[config.mk]
export PLATFORM = sky130hd
export DESIGN_NAME = mssr_maint_host
export DESIGN_NICKNAME = d
export VERILOG_FILES = /design/src/verilog/mssr_pkg.sv /design/src/verilog/mssr_load_calc.sv /design/src/verilog/mssr_maint_host.sv /design/src/verilog/mssr_reg_write.sv
export SDC_FILE = /design/constraint.sdc
export NUM_CORES = 1
export LEC_CHECK = 0
export ABC_CLOCK_PERIOD_IN_PS = 9870
export BUFFER_PORTS_ARGS = -buffer_cell sky130_fd_sc_hd__buf_2
export CORE_AREA = 3 3 123 214
export CTS_BUF_LIST = sky130_fd_sc_hd__clkbuf_4
export DETAILED_ROUTE_END_ITERATION = 10
export DIE_AREA = 0 0 126 217
export HOLD_SLACK_MARGIN = 0.06
export PLACE_DENSITY = 0.58
export SLEW_MARGIN = 20
export SYNTH_ARGS = -nofsm -noshare
export SYNTH_HDL_FRONTEND = slang
export SYNTH_SLANG_ARGS = --single-unit
[constraint.sdc]
create_clock -name clk_sys -period 9.87 [get_ports clk_sys]
set_clock_uncertainty 0.2 [all_clocks]
set_input_delay 1.974 -clock clk_sys [delete_from_list [all_inputs] [get_ports clk_sys]]
set_output_delay 1.974 -clock clk_sys [all_outputs]
set_load 0.01 [all_outputs]
[src/verilog/mssr_pkg.sv]
// Shared constants and helpers for the memory maintenance set-up controller
package mssr_pkg;

	// ------------------------------------------------------------
	// Device register window
	// ------------------------------------------------------------
	localparam int DW = 64;
	localparam int AW = 8;
	localparam logic [AW-1:0] OFS_EXEC = 8'h00;
	localparam logic [AW-1:0] OFS_REFSCB = 8'h08;
	localparam logic [AW-1:0] OFS_TICK = 8'h10;
	localparam logic [AW-1:0] OFS_CFG2 = 8'h18;

	// ------------------------------------------------------------
	// Field positions, bit 0 is the most significant bit
	// ------------------------------------------------------------
	localparam int REF_LOAD_POS = 0;
	localparam int REF_LOAD_W = 13;
	localparam int SCB_LOAD_POS = 13;
	localparam int SCB_LOAD_W = 16;
	localparam int TICK_POS = 0;
	localparam int TICK_W = 13;
	localparam int EXEC_REF_START = 1;
	localparam int EXEC_SCB_BEGIN = 2;
	localparam int EXEC_REF_BLOCK = 3;
	localparam int EXEC_SCB_BLOCK = 4;
	localparam int CFG2_WMASK_EN = 3;

	// ------------------------------------------------------------
	// Load limits and timing figures
	// ------------------------------------------------------------
	localparam logic [15:0] SCB_LOAD_MAX = 16'h80b5;
	localparam logic [12:0] REF_LOAD_RESET = 13'h200;
	localparam logic [12:0] REF_LOAD_MAX = 13'h1869;
	localparam logic [12:0] REF_SLOW_MIN = 13'h0068;
	localparam logic [15:0] ROW_RD_ADD = 16'h0004;
	localparam logic [15:0] ROW_WR_ADD = 16'h0001;
	localparam int TICK_US = 10;
	localparam int CLK_DIV = 4;
	localparam logic [12:0] TICK_LOAD_MAX = 13'h1fff;

	// Field value placed at its big-endian position
	function automatic logic [DW-1:0] put_field(input logic [15:0] v,
		input int pos, input int w);
		logic [DW-1:0] m;
		m = ({{(DW-16){1'b0}}, v}) & ((64'h1 << w) - 64'h1);
		put_field = m << (DW - pos - w);
	endfunction : put_field

	// Single bit at its big-endian position
	function automatic logic [DW-1:0] bit_at(input int pos);
		bit_at = 64'h1 << (DW - 1 - pos);
	endfunction : bit_at

endpackage : mssr_pkg

[src/verilog/mssr_load_calc.sv]
// Load value arithmetic with the software-side limits applied
`timescale 1ns/1ps
`default_nettype none
module mssr_load_calc
	import mssr_pkg::*;
(
	// Clock and reset
	input wire logic clk_sys,
	input wire logic reset,
	// Requested figures
	input wire logic [16:0] scrub_ticks,
	input wire logic [13:0] refresh_cycles,
	input wire logic [7:0] rd_row_cycle,
	input wire logic [7:0] wr_row_cycle,
	input wire logic slow_mode,
	input wire logic [1:0] subpage_mode,
	// Loads to program
	output logic [15:0] scrub_load_q,
	output logic [12:0] ref_load_q,
	output logic scrub_clamped_q,
	output logic ref_clamped_q
);
	logic [15:0] scrub_load_d;
	logic [12:0] ref_load_d;
	logic scrub_clamped_d;
	logic ref_clamped_d;

	// Interval minus one, floor and ceiling checks
	always_comb begin
		logic [16:0] sm1;
		logic [15:0] div;
		logic [15:0] ld;
		logic [15:0] m;
		logic [15:0] lo;
		sm1 = (scrub_ticks == 17'h0) ? 17'h0 : scrub_ticks - 17'h1;
		scrub_clamped_d = sm1 > {1'b0, SCB_LOAD_MAX};
		scrub_load_d = scrub_clamped_d ? SCB_LOAD_MAX : sm1[15:0];
		div = {2'h0, refresh_cycles} >> subpage_mode;
		ld = (div == 16'h0) ? 16'h0 : div - 16'h1;
		m = ({8'h0, rd_row_cycle} + ROW_RD_ADD > {8'h0, wr_row_cycle} + ROW_WR_ADD)
			? {8'h0, rd_row_cycle} + ROW_RD_ADD
			: {8'h0, wr_row_cycle} + ROW_WR_ADD;
		lo = ((m * 16'h5 + 16'h1) >> 1) - 16'h1;
		if (slow_mode && lo < {3'h0, REF_SLOW_MIN})
			lo = {3'h0, REF_SLOW_MIN};
		if (ld < lo)
			ld = lo;
		ref_clamped_d = ld > {3'h0, REF_LOAD_MAX};
		ref_load_d = ref_clamped_d ? REF_LOAD_MAX : ld[12:0];
	end

	// Registered results
	always_ff @(posedge clk_sys) begin
		if (reset) begin
			scrub_load_q <= 16'h0;
			ref_load_q <= REF_LOAD_RESET;
			scrub_clamped_q <= 1'b0;
			ref_clamped_q <= 1'b0;
		end else begin
			scrub_load_q <= scrub_load_d;
			ref_load_q <= ref_load_d;
			scrub_clamped_q <= scrub_clamped_d;
			ref_clamped_q <= ref_clamped_d;
		end
	end
endmodule : mssr_load_calc
`default_nettype wire

[src/verilog/mssr_maint_host.sv]
// Host sequencer that programs scrub, refresh and write-mask set-up
//
// What this block does
// - Scrub interval field holds ticks minus one
// - Scrub load never exceeds 0x80B5
// - Begin-scrub bit is written only once
// - Scrub starts only after functional reads
// - Tick load makes a 10 us tick
// - Refresh load at least 2.5 times row cycle
// - Slow mode refresh load above 103
// - Refresh load never exceeds 0x1869
// - Subpage refresh divides period by two, four
// - Keep refresh running while contents matter
`timescale 1ns/1ps
`default_nettype none
module mssr_maint_host
	import mssr_pkg::*;
(
	// Clock and reset
	input wire logic clk_sys,
	input wire logic reset,
	// Set-up orders
	input wire logic cfg_start,
	input wire logic [11:0] mem_clk_mhz,
	input wire logic [16:0] scrub_ticks,
	input wire logic [13:0] refresh_cycles,
	input wire logic [7:0] rd_row_cycle,
	input wire logic [7:0] wr_row_cycle,
	input wire logic slow_mode,
	input wire logic [1:0] subpage_mode,
	input wire logic write_mask_en,
	input wire logic scrub_en,
	// Run-time controls
	input wire logic functional_reads_done,
	input wire logic scrub_hold,
	input wire logic refresh_off,
	input wire logic retain_contents,
	input wire logic self_refresh,
	// Status
	output logic busy_q,
	output logic cfg_done_q,
	output logic scrub_running_q,
	output logic refresh_running_q,
	output logic scrub_clamped_q,
	output logic refresh_clamped_q,
	// Device register port
	output logic dev_wr_q,
	output logic [mssr_pkg::AW-1:0] dev_addr_q,
	output logic [mssr_pkg::DW-1:0] dev_wdata_q,
	output logic [mssr_pkg::DW-1:0] dev_wmask_q,
	input wire logic dev_ack
);
	// ------------------------------------------------------------
	// State and register declarations
	// ------------------------------------------------------------
	typedef enum logic [9:0] {
		ST_IDLE = 10'b0000000001,
		ST_TICK = 10'b0000000010,
		ST_REF = 10'b0000000100,
		ST_CFG2 = 10'b0000001000,
		ST_EXREF = 10'b0000010000,
		ST_WAITRD = 10'b0000100000,
		ST_EXSCB = 10'b0001000000,
		ST_RUN = 10'b0010000000,
		ST_HOLD = 10'b0100000000,
		ST_STOP = 10'b1000000000
	} mssr_state_t;

	mssr_state_t state_q, state_d;
	logic issued_q, issued_d;
	logic scrub_begun_q, scrub_begun_d;
	logic hold_applied_q, hold_applied_d;
	logic scrub_running_d;
	logic refresh_running_d;
	logic busy_d;
	logic cfg_done_d;
	logic [12:0] tick_load_q, tick_load_d;

	logic wr_req;
	logic [AW-1:0] wr_addr;
	logic [DW-1:0] wr_data;
	logic [DW-1:0] wr_mask;
	logic wr_done;
	logic [15:0] scrub_load;
	logic [12:0] ref_load;
	logic stop_allowed;

	// ------------------------------------------------------------
	// Helpers
	// ------------------------------------------------------------
	mssr_load_calc u_calc (
		.clk_sys(clk_sys),
		.reset(reset),
		.scrub_ticks(scrub_ticks),
		.refresh_cycles(refresh_cycles),
		.rd_row_cycle(rd_row_cycle),
		.wr_row_cycle(wr_row_cycle),
		.slow_mode(slow_mode),
		.subpage_mode(subpage_mode),
		.scrub_load_q(scrub_load),
		.ref_load_q(ref_load),
		.scrub_clamped_q(scrub_clamped_q),
		.ref_clamped_q(refresh_clamped_q)
	);

	mssr_reg_write u_wr (
		.clk_sys(clk_sys),
		.reset(reset),
		.req(wr_req),
		.addr(wr_addr),
		.data(wr_data),
		.mask(wr_mask),
		.done_q(wr_done),
		.dev_wr_q(dev_wr_q),
		.dev_addr_q(dev_addr_q),
		.dev_wdata_q(dev_wdata_q),
		.dev_wmask_q(dev_wmask_q),
		.dev_ack(dev_ack)
	);

	// Refresh may only stop when nothing needs keeping
	assign stop_allowed = !retain_contents || self_refresh;

	// ------------------------------------------------------------
	// Tick load: the device tick is (load+1) x 4 memory clocks
	// ------------------------------------------------------------
	always_comb begin
		logic [15:0] prod;
		// 10 us x f(MHz) / 4 - 1, e.g. 1500 MHz gives 3749
		// 4095 MHz x 10 still fits the 16-bit product
		prod = ({4'h0, mem_clk_mhz} * 16'(TICK_US)) / 16'(CLK_DIV);
		if (prod == 16'h0)
			tick_load_d = 13'h0;
		else if (prod - 16'h1 > {3'h0, TICK_LOAD_MAX})
			tick_load_d = TICK_LOAD_MAX;
		else
			tick_load_d = 13'(prod - 16'h1);
	end

	// ------------------------------------------------------------
	// Sequencer
	// ------------------------------------------------------------
	// One write per state; issued_q keeps the request to a single pulse
	always_comb begin
		state_d = state_q;
		issued_d = issued_q;
		scrub_begun_d = scrub_begun_q;
		hold_applied_d = hold_applied_q;
		scrub_running_d = scrub_running_q;
		refresh_running_d = refresh_running_q;
		cfg_done_d = 1'b0;
		wr_req = 1'b0;
		wr_addr = OFS_EXEC;
		wr_data = '0;
		wr_mask = '0;
		case (state_q)
			ST_IDLE: begin
				if (cfg_start)
					state_d = ST_TICK;
			end
			ST_TICK: begin
				wr_addr = OFS_TICK;
				wr_data = put_field({3'h0, tick_load_q}, TICK_POS, TICK_W);
				wr_mask = put_field(16'hffff, TICK_POS, TICK_W);
			end
			ST_REF: begin
				wr_addr = OFS_REFSCB;
				wr_data = put_field({3'h0, ref_load}, REF_LOAD_POS, REF_LOAD_W)
					| put_field(scrub_load, SCB_LOAD_POS, SCB_LOAD_W);
				wr_mask = put_field(16'hffff, REF_LOAD_POS, REF_LOAD_W)
					| put_field(16'hffff, SCB_LOAD_POS, SCB_LOAD_W);
			end
			ST_CFG2: begin
				wr_addr = OFS_CFG2;
				wr_data = write_mask_en ? bit_at(CFG2_WMASK_EN) : '0;
				wr_mask = bit_at(CFG2_WMASK_EN);
			end
			ST_EXREF: begin
				// Start set, block clear
				wr_data = bit_at(EXEC_REF_START);
				wr_mask = bit_at(EXEC_REF_START) | bit_at(EXEC_REF_BLOCK);
			end
			ST_WAITRD: begin
				// Scrub is begun once; later set-ups leave the bit alone
				if (!scrub_en || scrub_begun_q) begin
					state_d = ST_RUN;
					cfg_done_d = 1'b1;
				end else if (functional_reads_done) begin
					state_d = ST_EXSCB;
				end
			end
			ST_EXSCB: begin
				wr_data = bit_at(EXEC_SCB_BEGIN)
					| (scrub_hold ? bit_at(EXEC_SCB_BLOCK) : '0);
				wr_mask = bit_at(EXEC_SCB_BEGIN) | bit_at(EXEC_SCB_BLOCK);
			end
			ST_RUN: begin
				if (scrub_begun_q && scrub_hold != hold_applied_q)
					state_d = ST_HOLD;
				else if (refresh_running_q && refresh_off && stop_allowed)
					state_d = ST_STOP;
				else if (!refresh_running_q && (!refresh_off || !stop_allowed))
					state_d = ST_EXREF;
				else if (cfg_start)
					state_d = ST_TICK;
			end
			ST_HOLD: begin
				// Only the block bit is touched, never begin-scrub
				wr_data = scrub_hold ? bit_at(EXEC_SCB_BLOCK) : '0;
				wr_mask = bit_at(EXEC_SCB_BLOCK);
			end
			ST_STOP: begin
				wr_data = bit_at(EXEC_REF_BLOCK);
				wr_mask = bit_at(EXEC_REF_BLOCK);
			end
			default: begin
				state_d = ST_IDLE;
				issued_d = 1'b0;
			end
		endcase

		// Common write handshake for all writing states
		if (state_q == ST_TICK || state_q == ST_REF || state_q == ST_CFG2
			|| state_q == ST_EXREF || state_q == ST_EXSCB
			|| state_q == ST_HOLD || state_q == ST_STOP) begin
			if (!issued_q) begin
				wr_req = 1'b1;
				issued_d = 1'b1;
			end else if (wr_done) begin
				issued_d = 1'b0;
				case (state_q)
					ST_TICK: state_d = ST_REF;
					ST_REF: state_d = ST_CFG2;
					ST_CFG2: state_d = ST_EXREF;
					ST_EXREF: begin
						refresh_running_d = 1'b1;
						state_d = busy_q ? ST_WAITRD : ST_RUN;
					end
					ST_EXSCB: begin
						// Record what was written, not the live level
						scrub_begun_d = 1'b1;
						hold_applied_d = dev_wdata_q[DW-1-EXEC_SCB_BLOCK];
						scrub_running_d = !dev_wdata_q[DW-1-EXEC_SCB_BLOCK];
						state_d = ST_RUN;
						cfg_done_d = 1'b1;
					end
					ST_HOLD: begin
						hold_applied_d = dev_wdata_q[DW-1-EXEC_SCB_BLOCK];
						scrub_running_d = !dev_wdata_q[DW-1-EXEC_SCB_BLOCK];
						state_d = ST_RUN;
					end
					ST_STOP: begin
						refresh_running_d = 1'b0;
						state_d = ST_RUN;
					end
					default: state_d = ST_RUN;
				endcase
			end
		end

		// Busy covers the set-up walk only
		busy_d = state_d == ST_TICK || state_d == ST_REF
			|| state_d == ST_CFG2 || state_d == ST_WAITRD
			|| state_d == ST_EXSCB
			|| (state_d == ST_EXREF && (busy_q || state_q == ST_CFG2));
	end

	// Sequencer registers
	always_ff @(posedge clk_sys) begin
		if (reset) begin
			state_q <= ST_IDLE;
			issued_q <= 1'b0;
			scrub_begun_q <= 1'b0;
			hold_applied_q <= 1'b0;
			scrub_running_q <= 1'b0;
			refresh_running_q <= 1'b0;
			busy_q <= 1'b0;
			cfg_done_q <= 1'b0;
			tick_load_q <= 13'h0;
		end else begin
			state_q <= state_d;
			issued_q <= issued_d;
			scrub_begun_q <= scrub_begun_d;
			hold_applied_q <= hold_applied_d;
			scrub_running_q <= scrub_running_d;
			refresh_running_q <= refresh_running_d;
			busy_q <= busy_d;
			cfg_done_q <= cfg_done_d;
			tick_load_q <= tick_load_d;
		end
	end
endmodule : mssr_maint_host
`default_nettype wire

[src/verilog/mssr_reg_write.sv]
// Masked register write port toward the device
`timescale 1ns/1ps
`default_nettype none
module mssr_reg_write
	import mssr_pkg::*;
(
	// Clock and reset
	input wire logic clk_sys,
	input wire logic reset,
	// Request from the sequencer
	input wire logic req,
	input wire logic [mssr_pkg::AW-1:0] addr,
	input wire logic [mssr_pkg::DW-1:0] data,
	input wire logic [mssr_pkg::DW-1:0] mask,
	output logic done_q,
	// Device register port
	output logic dev_wr_q,
	output logic [mssr_pkg::AW-1:0] dev_addr_q,
	output logic [mssr_pkg::DW-1:0] dev_wdata_q,
	output logic [mssr_pkg::DW-1:0] dev_wmask_q,
	input wire logic dev_ack
);
	logic dev_wr_d;
	logic done_d;
	logic [AW-1:0] dev_addr_d;
	logic [DW-1:0] dev_wdata_d;
	logic [DW-1:0] dev_wmask_d;

	// Hold the write until acknowledged; mask keeps other bits untouched
	always_comb begin
		dev_wr_d = dev_wr_q;
		dev_addr_d = dev_addr_q;
		dev_wdata_d = dev_wdata_q;
		dev_wmask_d = dev_wmask_q;
		done_d = 1'b0;
		if (dev_wr_q) begin
			if (dev_ack) begin
				dev_wr_d = 1'b0;
				done_d = 1'b1;
			end
		end else if (req) begin
			dev_wr_d = 1'b1;
			dev_addr_d = addr;
			dev_wdata_d = data & mask;
			dev_wmask_d = mask;
		end
	end

	// Port registers
	always_ff @(posedge clk_sys) begin
		if (reset) begin
			dev_wr_q <= 1'b0;
			dev_addr_q <= '0;
			dev_wdata_q <= '0;
			dev_wmask_q <= '0;
			done_q <= 1'b0;
		end else begin
			dev_wr_q <= dev_wr_d;
			dev_addr_q <= dev_addr_d;
			dev_wdata_q <= dev_wdata_d;
			dev_wmask_q <= dev_wmask_d;
			done_q <= done_d;
		end
	end
endmodule : mssr_reg_write
`default_nettype wire
# ---- Yosys cells after proc, flatten, opt, wreduce, memory -nomap -nowiden
# Index checks and enable logic that the tools add are counted.
dict set report totals {
  ff_bits 199
  input_bits 73
}
dict set report classes {
  n_addsub 7
  mul 2
  magnitude_cmp 6
  n_eq_ne 17
  shifts 1
  muxes 42
  bitwise 3
  n_reduce_logical 43
}
# op n
set op_table {}
lappend op_table {{$pmux 64 s7} 1}
lappend op_table {{$pmux 64 s6} 1}
lappend op_table {{$mux 10} 9}
lappend op_table {{$mux 16} 5}
lappend op_table {{$and 64x64->64} 1}
lappend op_table {{$or 64x51->64} 1}
lappend op_table {{$mux 61} 1}
lappend op_table {{$mux 60} 1}
lappend op_table {{$pmux 10 s4} 1}
lappend op_table {{$gt 16x13->1 const B} 2}
lappend op_table {{$logic_not 16->1} 2}
lappend op_table {{$pmux 8 s4} 1}
lappend op_table {{$mux 13} 2}
lappend op_table {{$eq 10x2->1 const B} 2}
lappend op_table {{$eq 10x3->1 const B} 2}
lappend op_table {{$eq 10x4->1 const B} 2}
lappend op_table {{$eq 10x5->1 const B} 2}
lappend op_table {{$eq 10x6->1 const B} 2}
lappend op_table {{$eq 10x7->1 const B} 2}
lappend op_table {{$gt 17x16->1 const B} 1}
lappend op_table {{$logic_not 17->1} 1}
lappend op_table {{$mux 17} 1}
lappend op_table {{$sub 17x1->17 const B} 1}
lappend op_table {{$add 16x1->16 const B} 1}
lappend op_table {{30 further kinds} 76}

# ---- Longest topological paths before layout
# Gate-level depths: netlist (run 1).
dict set report depth {
  depth_word 18
  ltp_mapped 35
}

# ---- Cells and area by module
# A second synthesis (run 1) with hierarchy kept.
dict set report unflattened {
  cells_unflattened 1489
  hier_area_um2 12219.2
}
# module n_inst cells_per_inst area_each_um2 seq_area_each_um2
set modules_own_cells {}
lappend modules_own_cells {mssr_reg_write 1 596 4825.9 2762.6}
lappend modules_own_cells {mssr_load_calc 1 578 4707.0 620.6}
lappend modules_own_cells {mssr_maint_host 1 315 2686.3 600.6}

# ---- Worst setup path before layout (run 1)
# No wires, ideal clock.
dict set report synth_timing {
  path_kind {input port to flip-flop}
  from {input wr_row_cycle[0]}
  to {register u_calc.ref_load_q[7]}
  setup_ns 0.086
  arrival_ns 9.863
  required_ns 9.584
  slack_ns -0.278
  stages 33
  n_path_buf 1
  path_cell_list {ha_1 inv_1 ha_1 nor2b_1 o21a_1 o21a_1 o21a_1 o21a_1 o21a_1 o21ai_0 a221oi_1 mux2_2 ha_1 ha_1 a21o_1 and4_4 or4_4 a2111oi_2 a32oi_1 a311o_1 or2_2 clkbuf_1 and2_1 ha_1 a21o_1 a21o_1 a21o_1 nor2_1 o41ai_1 inv_1 o31ai_4 mux2_1 a211oi_1}
}
dict set report synth_between {
  elab_chain_len 13
}
# item line_no
set synth_rtl {}
lappend synth_rtl {{start: declaration} mssr_maint_host.sv:28} ;# input wire logic [7:0] wr_row_cycle,
lappend synth_rtl {{$add 8x1->9 *} {mssr_load_calc.sv:40, mssr_load_calc.sv:42}}
lappend synth_rtl {{$gt 16x16->1} mssr_load_calc.sv:40} ;# m = ({8'h0, rd_row_cycle} + ROW_RD_ADD > {8'h0, wr_row_cycle} + ROW_WR_ADD)
lappend synth_rtl {{$mux 16 *} mssr_load_calc.sv:41} ;# ? {8'h0, rd_row_cycle} + ROW_RD_ADD
lappend synth_rtl {{$mul 16x3->16 *} mssr_load_calc.sv:43} ;# lo = ((m * 16'h5 + 16'h1) >> 1) - 16'h1;
lappend synth_rtl {{$add 16x1->16 *} mssr_load_calc.sv:43}
lappend synth_rtl {{$sub 15x1->16 *} mssr_load_calc.sv:43}
lappend synth_rtl {{$lt 16x7->1} mssr_load_calc.sv:44} ;# if (slow_mode && lo < {3'h0, REF_SLOW_MIN})
lappend synth_rtl {{$logic_and 1x1->1} mssr_load_calc.sv:44}
lappend synth_rtl {{$mux 16 *} mssr_load_calc.sv:44}
lappend synth_rtl {{$lt 16x16->1} mssr_load_calc.sv:46} ;# if (ld < lo)
lappend synth_rtl {{$mux 16 *} mssr_load_calc.sv:46}
lappend synth_rtl {{$gt 16x13->1} mssr_load_calc.sv:48} ;# ref_clamped_d = ld > {3'h0, REF_LOAD_MAX};
lappend synth_rtl {{$reduce_or 2->1 (no line)} --}
lappend synth_rtl {{end signal: assignment} mssr_load_calc.sv:61} ;# ref_load_q <= ref_load_d;
lappend synth_rtl {{end: declaration} mssr_load_calc.sv:19} ;# output logic [12:0] ref_load_q,
# Mark *: on every way between the ends. The rest lies on a longest branch, timed or not.
# A chain may end at the register's enable or synchronous reset.

# ---- Final worst setup path (run 1)
dict set report layout_timing {
  from {input wr_row_cycle[1]}
  to {register u_calc.ref_load_q[4]}
}
# Same word-level chain as after synthesis.

==> flow_metrics.tcl, run 1 <==
set metrics [dict create \
    outcome "completed" \
    p_total_uw 1470 \
    cts_hold_buffers 0 \
    drive_gt1_share_pct 18.6 \
    syn_area_um2 8580 \
    path_buf_inv 3 \
    final-max-slew-violation-count 0 \
    end_kind "register" \
    crit_arrival_ps 9630 \
    root_buffer "clkbuf_4" \
    syn_inst 1080 \
    clockBufferDepth 2 \
    synth_area_leaders "dfxtp_1 (23%), ha_1 (9.9%), buf_4 (8.7%)" \
    cp_slowest_cell "or4_4" \
    numPortBuffers 139 \
    yosysTopAreaCellShare_pct 23.3 \
    fillers 2615 \
    ys.warnings.count 0 \
    worstMarginPinSlew_ps 962 \
    core_area_um2 24700 \
    crit_type "primary input to register" \
    min_period_ps 9450 \
    cts.clk_slew.worst_paths_ps 150 \
    final_util_pct 37.9 \
    place_area_um2 9180 \
    max_freq_mhz 106 \
    grt_pass1_wl_um 36500 \
    die_area_um2 27300 \
    initial_core_util_pct 34.7 \
    yosysTopAreaCell "dfxtp_1" \
    drv_cap 0 \
    fin_crit_sh_pct 95.7 \
    synth_seq_cells 100 \
    ys.flop_type "dfxtp_1" \
    avgSynthCellArea_um2 7.95 \
    synth_cell_types 87 \
    cp-startpoint "wr_row_cycle[1]" \
    ant_nets 0 \
    numClockSinks 100 \
    grt_overflow_total 0 \
    clk_latency_ps 490 \
    drc 0 \
    setup_viol 0 \
    yosysSeqAreaShare_pct 23.3 \
    cp-start-kind "primary input" \
    die_w_um 126 \
    leakage_uw 0.00414 \
    cp_top_family "compound AO/OA/AOI/OAI gates" \
    wl_per_cell_um 15.4 \
    timing.slew.headroom_pct 35.7 \
    drt_iter0_drc 299 \
    cts-htree-levels 3 \
    slowest_delay_ps 500 \
    nNetsFinal 1327 \
    postRouteWirelength_um 23100 \
    place_hpwl_um 18700 \
    hold_viol 0 \
    async_flop_share_pct 0 \
    gr-usage-all-layers_pct 16.2 \
    grt_pass1_vias 7416 \
    via_per_inst 5.18 \
    holdWs_ps 256 \
    rows 76 \
    grt_start_max_net_pins 65 \
    vias 7779 \
    final_area_um2 9360 \
    regToRegStartpoint "state_q[2]" \
    antenna_found_initial 1 \
    ios 216 \
    cts_tree "built" \
    die_y_um 217 \
    critPathMaxFanout 9 \
    hold_path.startpoint "u_wr.dev_wdata_q[46]" \
    synth_edf_count 0 \
    synthToLayoutAreaGrowth_pct 9.13 \
    cts_buffers 9 \
    required_ps 10060 \
    ir_drop_mv 0.0567 \
    worstHoldPathType "register to register" \
    dr.pass1.iters 5 \
    p_per_area_nw_per_um2 157 \
    gp_congestion 0.944 \
]
[worst min-delay path, stage by stage, from the launching register on]
cell and delay (ps):
dfxtp_1 330, nand2_1 50, a21oi_1 50
[metrics by stage]
stage | instances | setup TNS, ps | setup slack [ps]
final | 1503 | 0 | 424
after global placement | 1484 | 0 | 8.08
after global routing | 1503 | -21.3 | -21.3
after detailed placement | 1484 | -595 | -114
after floorplan | 1155 | 0 | 62.2
after CTS | 1500 | 0 | 389
[worst paths after layout]
check                                       endpoint  slack [ps]  cells past startpoint
worst min-delay path            u_wr.dev_wdata_q[46]         260                      2
worst max register to register  u_wr.dev_wdata_q[38]        6330                      8
worst max-delay path            u_calc.ref_load_q[4]         420                     34
worst min register to register  u_wr.dev_wdata_q[46]         260                      2
[kinds of logic (layout without fill, tap and decap cells)]
kind of cell / Yosys count / count (layout) / share of synthesized area (%)
AND/OR/NAND/NOR: 392 / 392 / 23.7
AO/OA/AOI/OAI: 224 / 224 / 17.8
buffers and inverters: 192 / 227 / 12.9
flip-flops: 100 / 100 / 23.3
adder cells (fa/ha/maj): 69 / 69 / 10.1
XOR/XNOR: 65 / 65 / 6.88
multiplexers: 37 / 37 / 5.19
other: 1 / 77 / 0.0437
[synthesized netlist by cell type (7+ instances only)]
library cell  count
o21a_1           14
nand3_1          48
buf_4           100
nand4_1          11
nor4_1           14
nor2b_1           9
nand2b_1         10
nor3_1           38
a211o_1           7
nor2_1           99
mux2i_1          22
inv_1            50
a221oi_1         18
a211oi_1         12
dfxtp_1         100
and3_1           14
mux2_2            8
xnor2_1          41
nand2_1          78
or2_2             7
xor2_1           22
a21oi_1          66
a31oi_1          10
clkbuf_1         33
o21ai_0          31
a21o_1            8
ha_1             68
and2_1           15
[cells in the final DEF (no fill, tap or decap), types with 9 or more instances in the layout]
| cell type | netlist | layout |
|---|---|---|
| ha_1 | 68 | 68 |
| and3_1 | 14 | 14 |
| a211oi_1 | 12 | 11 |
| a221oi_1 | 18 | 16 |
| nor2_1 | 99 | 99 |
| o21a_1 | 14 | 14 |
| nand4_1 | 11 | 11 |
| buf_4 | 100 | 22 |
| dfxtp_1 | 100 | 100 |
| nand2b_1 | 10 | 10 |
| mux2i_1 | 22 | 22 |
| nor3_1 | 38 | 38 |
| clkbuf_4 | 0 | 9 |
| buf_2 | 5 | 139 |
| a21oi_1 | 66 | 66 |
| o21ai_0 | 31 | 31 |
| nand3_1 | 48 | 47 |
| and2_1 | 15 | 15 |
| conb_1 | 1 | 76 |
| nor4_1 | 14 | 14 |
| a31oi_1 | 10 | 10 |
| nand2_1 | 78 | 78 |
| xnor2_1 | 41 | 41 |
| inv_1 | 50 | 50 |
| xor2_1 | 22 | 22 |
| nor2b_1 | 9 | 9 |
[sequential cells by signal, indices dropped and copies added, names as in the netlist, 2 cells and up]
register / flops
u_calc.ref_load_q: 13
state_q: 10
u_wr.dev_wmask_q: 6
u_wr.dev_wdata_q: 29
u_calc.scrub_load_q: 16
tick_load_q: 13
u_wr.dev_addr_q: 2
[what timing repair did]
| item | CTS | global route |
|---|---|---|
| gates resized for setup | 0 | 5 |
| endpoints found under the hold margin | 0 | 0 |
| setup buffers | 0 | 2 |
| setup endpoints to repair | 0 | 14 |
[layout make-up]
type | count | area, µm² | area share [%]
Timing Repair Buffer | 161 | 861 | 9.19
Sequential cell | 100 | 2000 | 21.4
Tap cell | 312 | 390 | 4.17
Multi-Input combinational cell | 863 | 5790 | 61.9
Clock buffer | 9 | 67.6 | 0.722
Inverter | 50 | 188 | 2.00
Clock inverter | 7 | 60.1 | 0.641
Antenna cell | 1 | 2.50 | 0.0267
[metal layers]
metal	track usage (%)	share of wire, %	routed length, µm	up-vias
met3	1.62	3.8	887	43
met4	6.37	2.9	670	0
met5	0	0	0	-
met1	16.8	37	8610	3596
met2	32.4	56	12900	225
li1	-	-	-	3915
[report_power, final]
part	switching, µW	internal (µW)
clock	149	55.4
sequential	24.3	450
combinational	465	323
No activity file was read; power rests on OpenSTA's default activity.
==> inputs of run 2 (changes only) <==
- CAP_MARGIN: default -> 0
- CORE_AREA: 3 3 123 214 -> 3 3 146 254
- CTS_BUF_LIST: sky130_fd_sc_hd__clkbuf_4 -> sky130_fd_sc_hd__clkbuf_16
- DIE_AREA: 0 0 126 217 -> 0 0 149 257
- PLACE_DENSITY: 0.58 -> 0.56
- SYNTH_HIERARCHICAL: default -> 1
==> run 2 against run 1 <==
Worst setup slack gained 150 ps. Wire length increased by 47%. Sequential power rose by 81%. Combinational power is 10% higher. Fmax is 1.6% higher. Cell count increased by 50%. Synthesized area is 42% higher. Non-clock buffer count rose by 76. Sequential cell count is 99 higher. Critical path depth shrank 2.
==> flow_metrics.tcl, run 2 <==
set metrics [dict create \
    largestRegisters "u_wr/dev_wdata_q (64), u_wr/dev_wmask_q (64), u_calc/scrub_load_q (16)" \
    drive_gt1_share_pct 20.0 \
    core_area_um2 35300 \
    final_util_pct 41.4 \
    postRouteWirelength_um 34000 \
    cts.clk_slew.worst_paths_ps 70 \
    clk_latency_ps 450 \
    leakage_uw 0.00609 \
    synthTopCellsByCount "nand2_1 (259), dfxtp_1 (199), a21oi_1 (173)" \
    crit_arrival_ps 9400 \
    end_kind "register" \
    cp-start-kind "primary input" \
    numPortBuffers 215 \
    vias 11314 \
    worstMarginPinSlew_ps 952 \
    synth_area_leaders "dfxtp_1 (33%), nand2_1 (8.0%), a21oi_1 (7.1%)" \
    fillers 3618 \
    cts_buffers 17 \
    synth_cell_types 116 \
    root_buffer "clkbuf_16" \
    place_hpwl_um 26200 \
    numClockSinks 199 \
    cts_resized 0 \
    clockBufferDepth 2 \
    crit_type "primary input to register" \
    drc 0 \
    synthToLayoutAreaGrowth_pct 19.5 \
    yosysSeqAreaShare_pct 32.6 \
    postCtsSetupBuffers 0 \
    worstHoldPathType "register to register" \
    max_freq_mhz 108 \
    cts-htree-levels 4 \
    tns_ps 0 \
    path_common_cell "ha_1" \
    ant_nets 0 \
    path_buf_inv 3 \
    critPathMaxFanout 6 \
    grt_pass1_vias 10709 \
    drt_iter0_drc 396 \
    outcome "completed" \
    grt_pass1_wl_um 54600 \
    required_ps 9970 \
    ir_drop_mv 0.125 \
    p_per_area_nw_per_um2 164 \
    cts_tree "built" \
    fin_crit_sh_pct 94.2 \
    die_area_um2 38300 \
    wl_per_cell_um 15.1 \
    timing.slew.headroom_pct 35.9 \
    cp_top_family "compound AO/OA/AOI/OAI gates" \
    dr.pass1.iters 5 \
    gp_congestion 0.895 \
    ios 216 \
    hold_viol 0 \
    rsz0062_at_grt "no" \
    antenna_found_initial 4 \
    layout_commonest_cell "nand2_1" \
    async_flop_share_pct 0 \
    grt_overflow_total 0 \
    final_cell_mix "nand2_1 (259), buf_2 (214), dfxtp_1 (199)" \
    setup_viol 0 \
    min_period_ps 9300 \
    yosysTopAreaCell "dfxtp_1" \
    ys.flop_type "dfxtp_1" \
    gr-usage-all-layers_pct 17.4 \
    ys.warnings.count 6 \
    grt_start_max_net_pins 84 \
    synth_seq_cells 199 \
    die_w_um 149 \
    drv_cap 0 \
    syn_inst 1489 \
    via_per_inst 5.02 \
    synth.most_common_cell "nand2_1" \
    cts_hold_buffers 0 \
    die_y_um 257 \
    seqCellArea_um2 3980 \
    yosysTopAreaCellShare_pct 32.6 \
    cp_slowest_cell "or4_1" \
    final-max-slew-violation-count 0 \
    syn_area_um2 12200 \
    avgSynthCellArea_um2 8.21 \
    synth_edf_count 0 \
    initial_core_util_pct 34.6 \
    rows 91 \
    slowest_delay_ps 570 \
    nNetsFinal 1917 \
    multi_input_area_um2 8090 \
]
## run 2: path summary, 6_finish.rpt
path                             start                    to  slack [ps]  depth (start not counted)
setup / recovery       rd_row_cycle[2]  u_calc/ref_load_q[3]         570                         32
hold / removal    u_wr/dev_wdata_q[33]  u_wr/dev_wdata_q[33]         250                          2
hold reg to reg   u_wr/dev_wdata_q[33]  u_wr/dev_wdata_q[33]         250                          2
setup reg to reg            state_q[4]  u_wr/dev_wdata_q[35]        5800                          9
## run 2: worst register-to-register path, cell delays in order (launching register included)
cell and delay (ps):
dfxtp_1 360, nor4_1 340, and4_1 770, a2111oi_2 160, nor2_1 270, nor2b_4 210
buf_4 620, buf_4 720, nand3_1 160, a21oi_1 180
## run 2: per-layer routing
metal	wire, µm	vias to the layer above	global-route usage [%]
met5	13	-	0
met4	1360	2	8.70
met3	1660	73	2.91
met2	17700	312	31.8
met1	13300	5112	19.1
li1	-	5815	-
## run 2: cell families after synthesis
| family | after synthesis | synth area share [%] |
|---|---|---|
| buffers and inverters | 120 | 4.78 |
| other | 2 | 0.0615 |
| XOR/XNOR | 52 | 3.85 |
| AO/OA/AOI/OAI | 385 | 21.9 |
| flip-flops | 199 | 32.6 |
| AND/OR/NAND/NOR | 624 | 25.7 |
| adder cells (fa/ha/maj) | 68 | 7.02 |
| multiplexers | 39 | 4.08 |
## run 2: where the power goes
part           leakage, µW  switching (µW)  internal [µW]
Combinational      0.00420             524            344
Sequential         0.00161            16.9            842
Clock             0.000278             316            350
Total              0.00609             857           1540
## run 2: per-stage QoR
stage	worst slack (ps)	std cells	power (µW)	cell area [µm²]	hold slack, ps
after floorplan	588	1599	1510	12600	248
after global placement	208	2218	1720	14000	237
after detailed placement	112	2218	1730	14000	241
after CTS	566	2249	2410	14600	250
after global routing	101	2254	2550	14600	265
final	572	2256	2390	14600	247
## run 2: area by class of cell
class | count | share of cell area [%]
clock buffers | 17 | 2.91
multi-input cells | 1280 | 55.4
repair buffers | 237 | 8.51
inverters | 41 | 1.05
flip-flops and latches | 199 | 27.3
well taps | 465 | 3.98
diodes | 3 | 0.0514
clock inverters | 14 | 0.857
==> inputs of run 3 (changes only) <==
- MAX_ROUTING_LAYER: default -> met4
==> run 3 against run 2 <==
Cell area decreased by 0.26%. Cell count fell by 0.27%. Count of clock-buffer cells in the layout unchanged. Die area stayed put. Global-route usage grew 0.16 points. Via count about the same. Total power is 0.30% lower. Critical path type unchanged. Critical endpoint unchanged. Largest power group unchanged.
==> flow_metrics.tcl, run 3 (synthesis results as in run 2) <==
set metrics [dict create \
    ant_nets 0 \
    fin_crit_sh_pct 94.9 \
    postRouteWirelength_um 34000 \
    cp_slowest_cell "or4_1" \
    root_buffer "clkbuf_16" \
    cts-htree-levels 4 \
    max_freq_mhz 107 \
    final_cell_mix "nand2_1 (259), buf_2 (214), dfxtp_1 (199)" \
    layout_commonest_cell "nand2_1" \
    cts_hold_buffers 0 \
    rrSetupSlack_ps 5820 \
    drt_iter0_drc 437 \
    synthToLayoutAreaGrowth_pct 19.2 \
    hold_path.startpoint "u_wr/dev_wdata_q[57]" \
    r2r_cells 9 \
    final-max-slew-violation-count 0 \
    grt_overflow_total 0 \
    grt_pass1_wl_um 53900 \
    outcome "completed" \
    numPortBuffers 215 \
    gp_congestion 0.907 \
    required_ps 9960 \
    cts_buffers 17 \
    via_per_inst 5.02 \
    critPathMaxFanout 7 \
    worstMarginPinSlew_ps 997 \
    p_per_area_nw_per_um2 164 \
    cts.clk_slew.worst_paths_ps 70 \
    postCtsSetupBuffers 0 \
    regToRegStartpoint "state_q[5]" \
    path_buf_inv 2 \
    holdPathStages 2 \
    worstHoldPathType "register to register" \
    cts_tree "built" \
    die_y_um 257 \
    path_common_cell "ha_1" \
    clk_latency_ps 440 \
    drv_cap 0 \
    ir_drop_mv 0.115 \
    grt_pass1_vias 10642 \
    cp_top_family "compound AO/OA/AOI/OAI gates" \
    crit_type "primary input to register" \
    place_hpwl_um 26100 \
    die_area_um2 38300 \
    setup_viol 0 \
    nNetsFinal 1910 \
    dr.pass1.iters 4 \
    end_kind "register" \
    gr-usage-all-layers_pct 17.6 \
    clockBufferDepth 2 \
    timing.slew.headroom_pct 32.9 \
    leakage_uw 0.00604 \
    tns_ps 0 \
    whs_endpoint "u_wr/dev_wdata_q[57]" \
    cp-start-kind "primary input" \
    die_w_um 149 \
    hold_viol 0 \
    ios 216 \
    largestRegisters "u_wr/dev_wdata_q (64), u_wr/dev_wmask_q (64), u_calc/scrub_load_q (16)" \
    cts_resized 0 \
    rows 91 \
    drive_gt1_share_pct 19.7 \
    initial_core_util_pct 34.6 \
    vias 11305 \
    slowest_delay_ps 550 \
    numClockSinks 199 \
    final_cells 2250 \
    core_area_um2 35300 \
    wl_per_cell_um 15.1 \
    grt_start_max_net_pins 80 \
    drc 0 \
    regToRegEndpoint "u_wr/dev_wdata_q[47]" \
    place_inst 2215 \
    crit_arrival_ps 9460 \
    rsz0062_at_grt "no" \
    antenna_found_initial 3 \
    min_period_ps 9370 \
]
run 3: worst register-to-register path: stages (launching register included):
cell,delay (ps)
dfxtp_1,350
nor4_1,370
and4_1,770
a2111oi_2,150
nor2_1,260
nor2b_4,200
buf_4,530
buf_4,750
nand3_1,230
a21oi_1,170
run 3: area by class of cell:
| class | instances | area (µm²) |
|---|---|---|
| Sequential cell | 199 | 3980 |
| Clock inverter | 14 | 124 |
| Clock buffer | 17 | 425 |
| Fill cell | 3633 | 20700 |
| Timing Repair Buffer | 230 | 1190 |
| Multi-Input combinational cell | 1280 | 8100 |
| Tap cell | 465 | 582 |
| Antenna cell | 4 | 10.0 |
| Inverter | 41 | 154 |
run 3: where the power goes:
group	leakage [µW]	internal, µW	switching, µW
clock	0.000261	348	314
combinational	0.00416	336	528
sequential	0.00161	842	16.4
total	0.00604	1530	859
run 3: stage by stage:
stage                     setup WS, ps  hold slack (ps)  utilization, %  cell area (µm²)  power, µW
after floorplan                    588              248               -            12600       1510
after global placement             135              237            39.7            14000       1720
after detailed placement          31.5              243            39.7            14000       1730
after CTS                          493              252            41.2            14500       2400
after global routing              8.38              269            41.3            14600       2530
final                              501              250            41.3            14600       2390
run 3: how the worst max path moves through the flow:
| stage | startpoint | endpoint | slack, ps | depth (start not counted) |
|---|---|---|---|---|
| global route | wr_row_cycle[0] | u_calc/ref_load_q[3] | 8 | 34 |
| global placement | wr_row_cycle[0] | u_calc/ref_load_q[3] | 140 | 33 |
| detailed placement | wr_row_cycle[0] | u_calc/ref_load_q[3] | 30 | 33 |
| finish | wr_row_cycle[0] | u_calc/ref_load_q[3] | 500 | 33 |
| floorplan | wr_row_cycle[0] | u_calc/ref_load_q[3] | 590 | 34 |
| CTS | wr_row_cycle[0] | u_calc/ref_load_q[3] | 490 | 33 |
run 3: metal layers:
metal  track usage, %  up-vias  share of wire (%)
met3             3.22       62                4.5
met4             7.43        0                3.5
met2             31.6      247                 52
met5                -        -                  0
met1             18.7     5193                 40
li1                 -     5803                  -
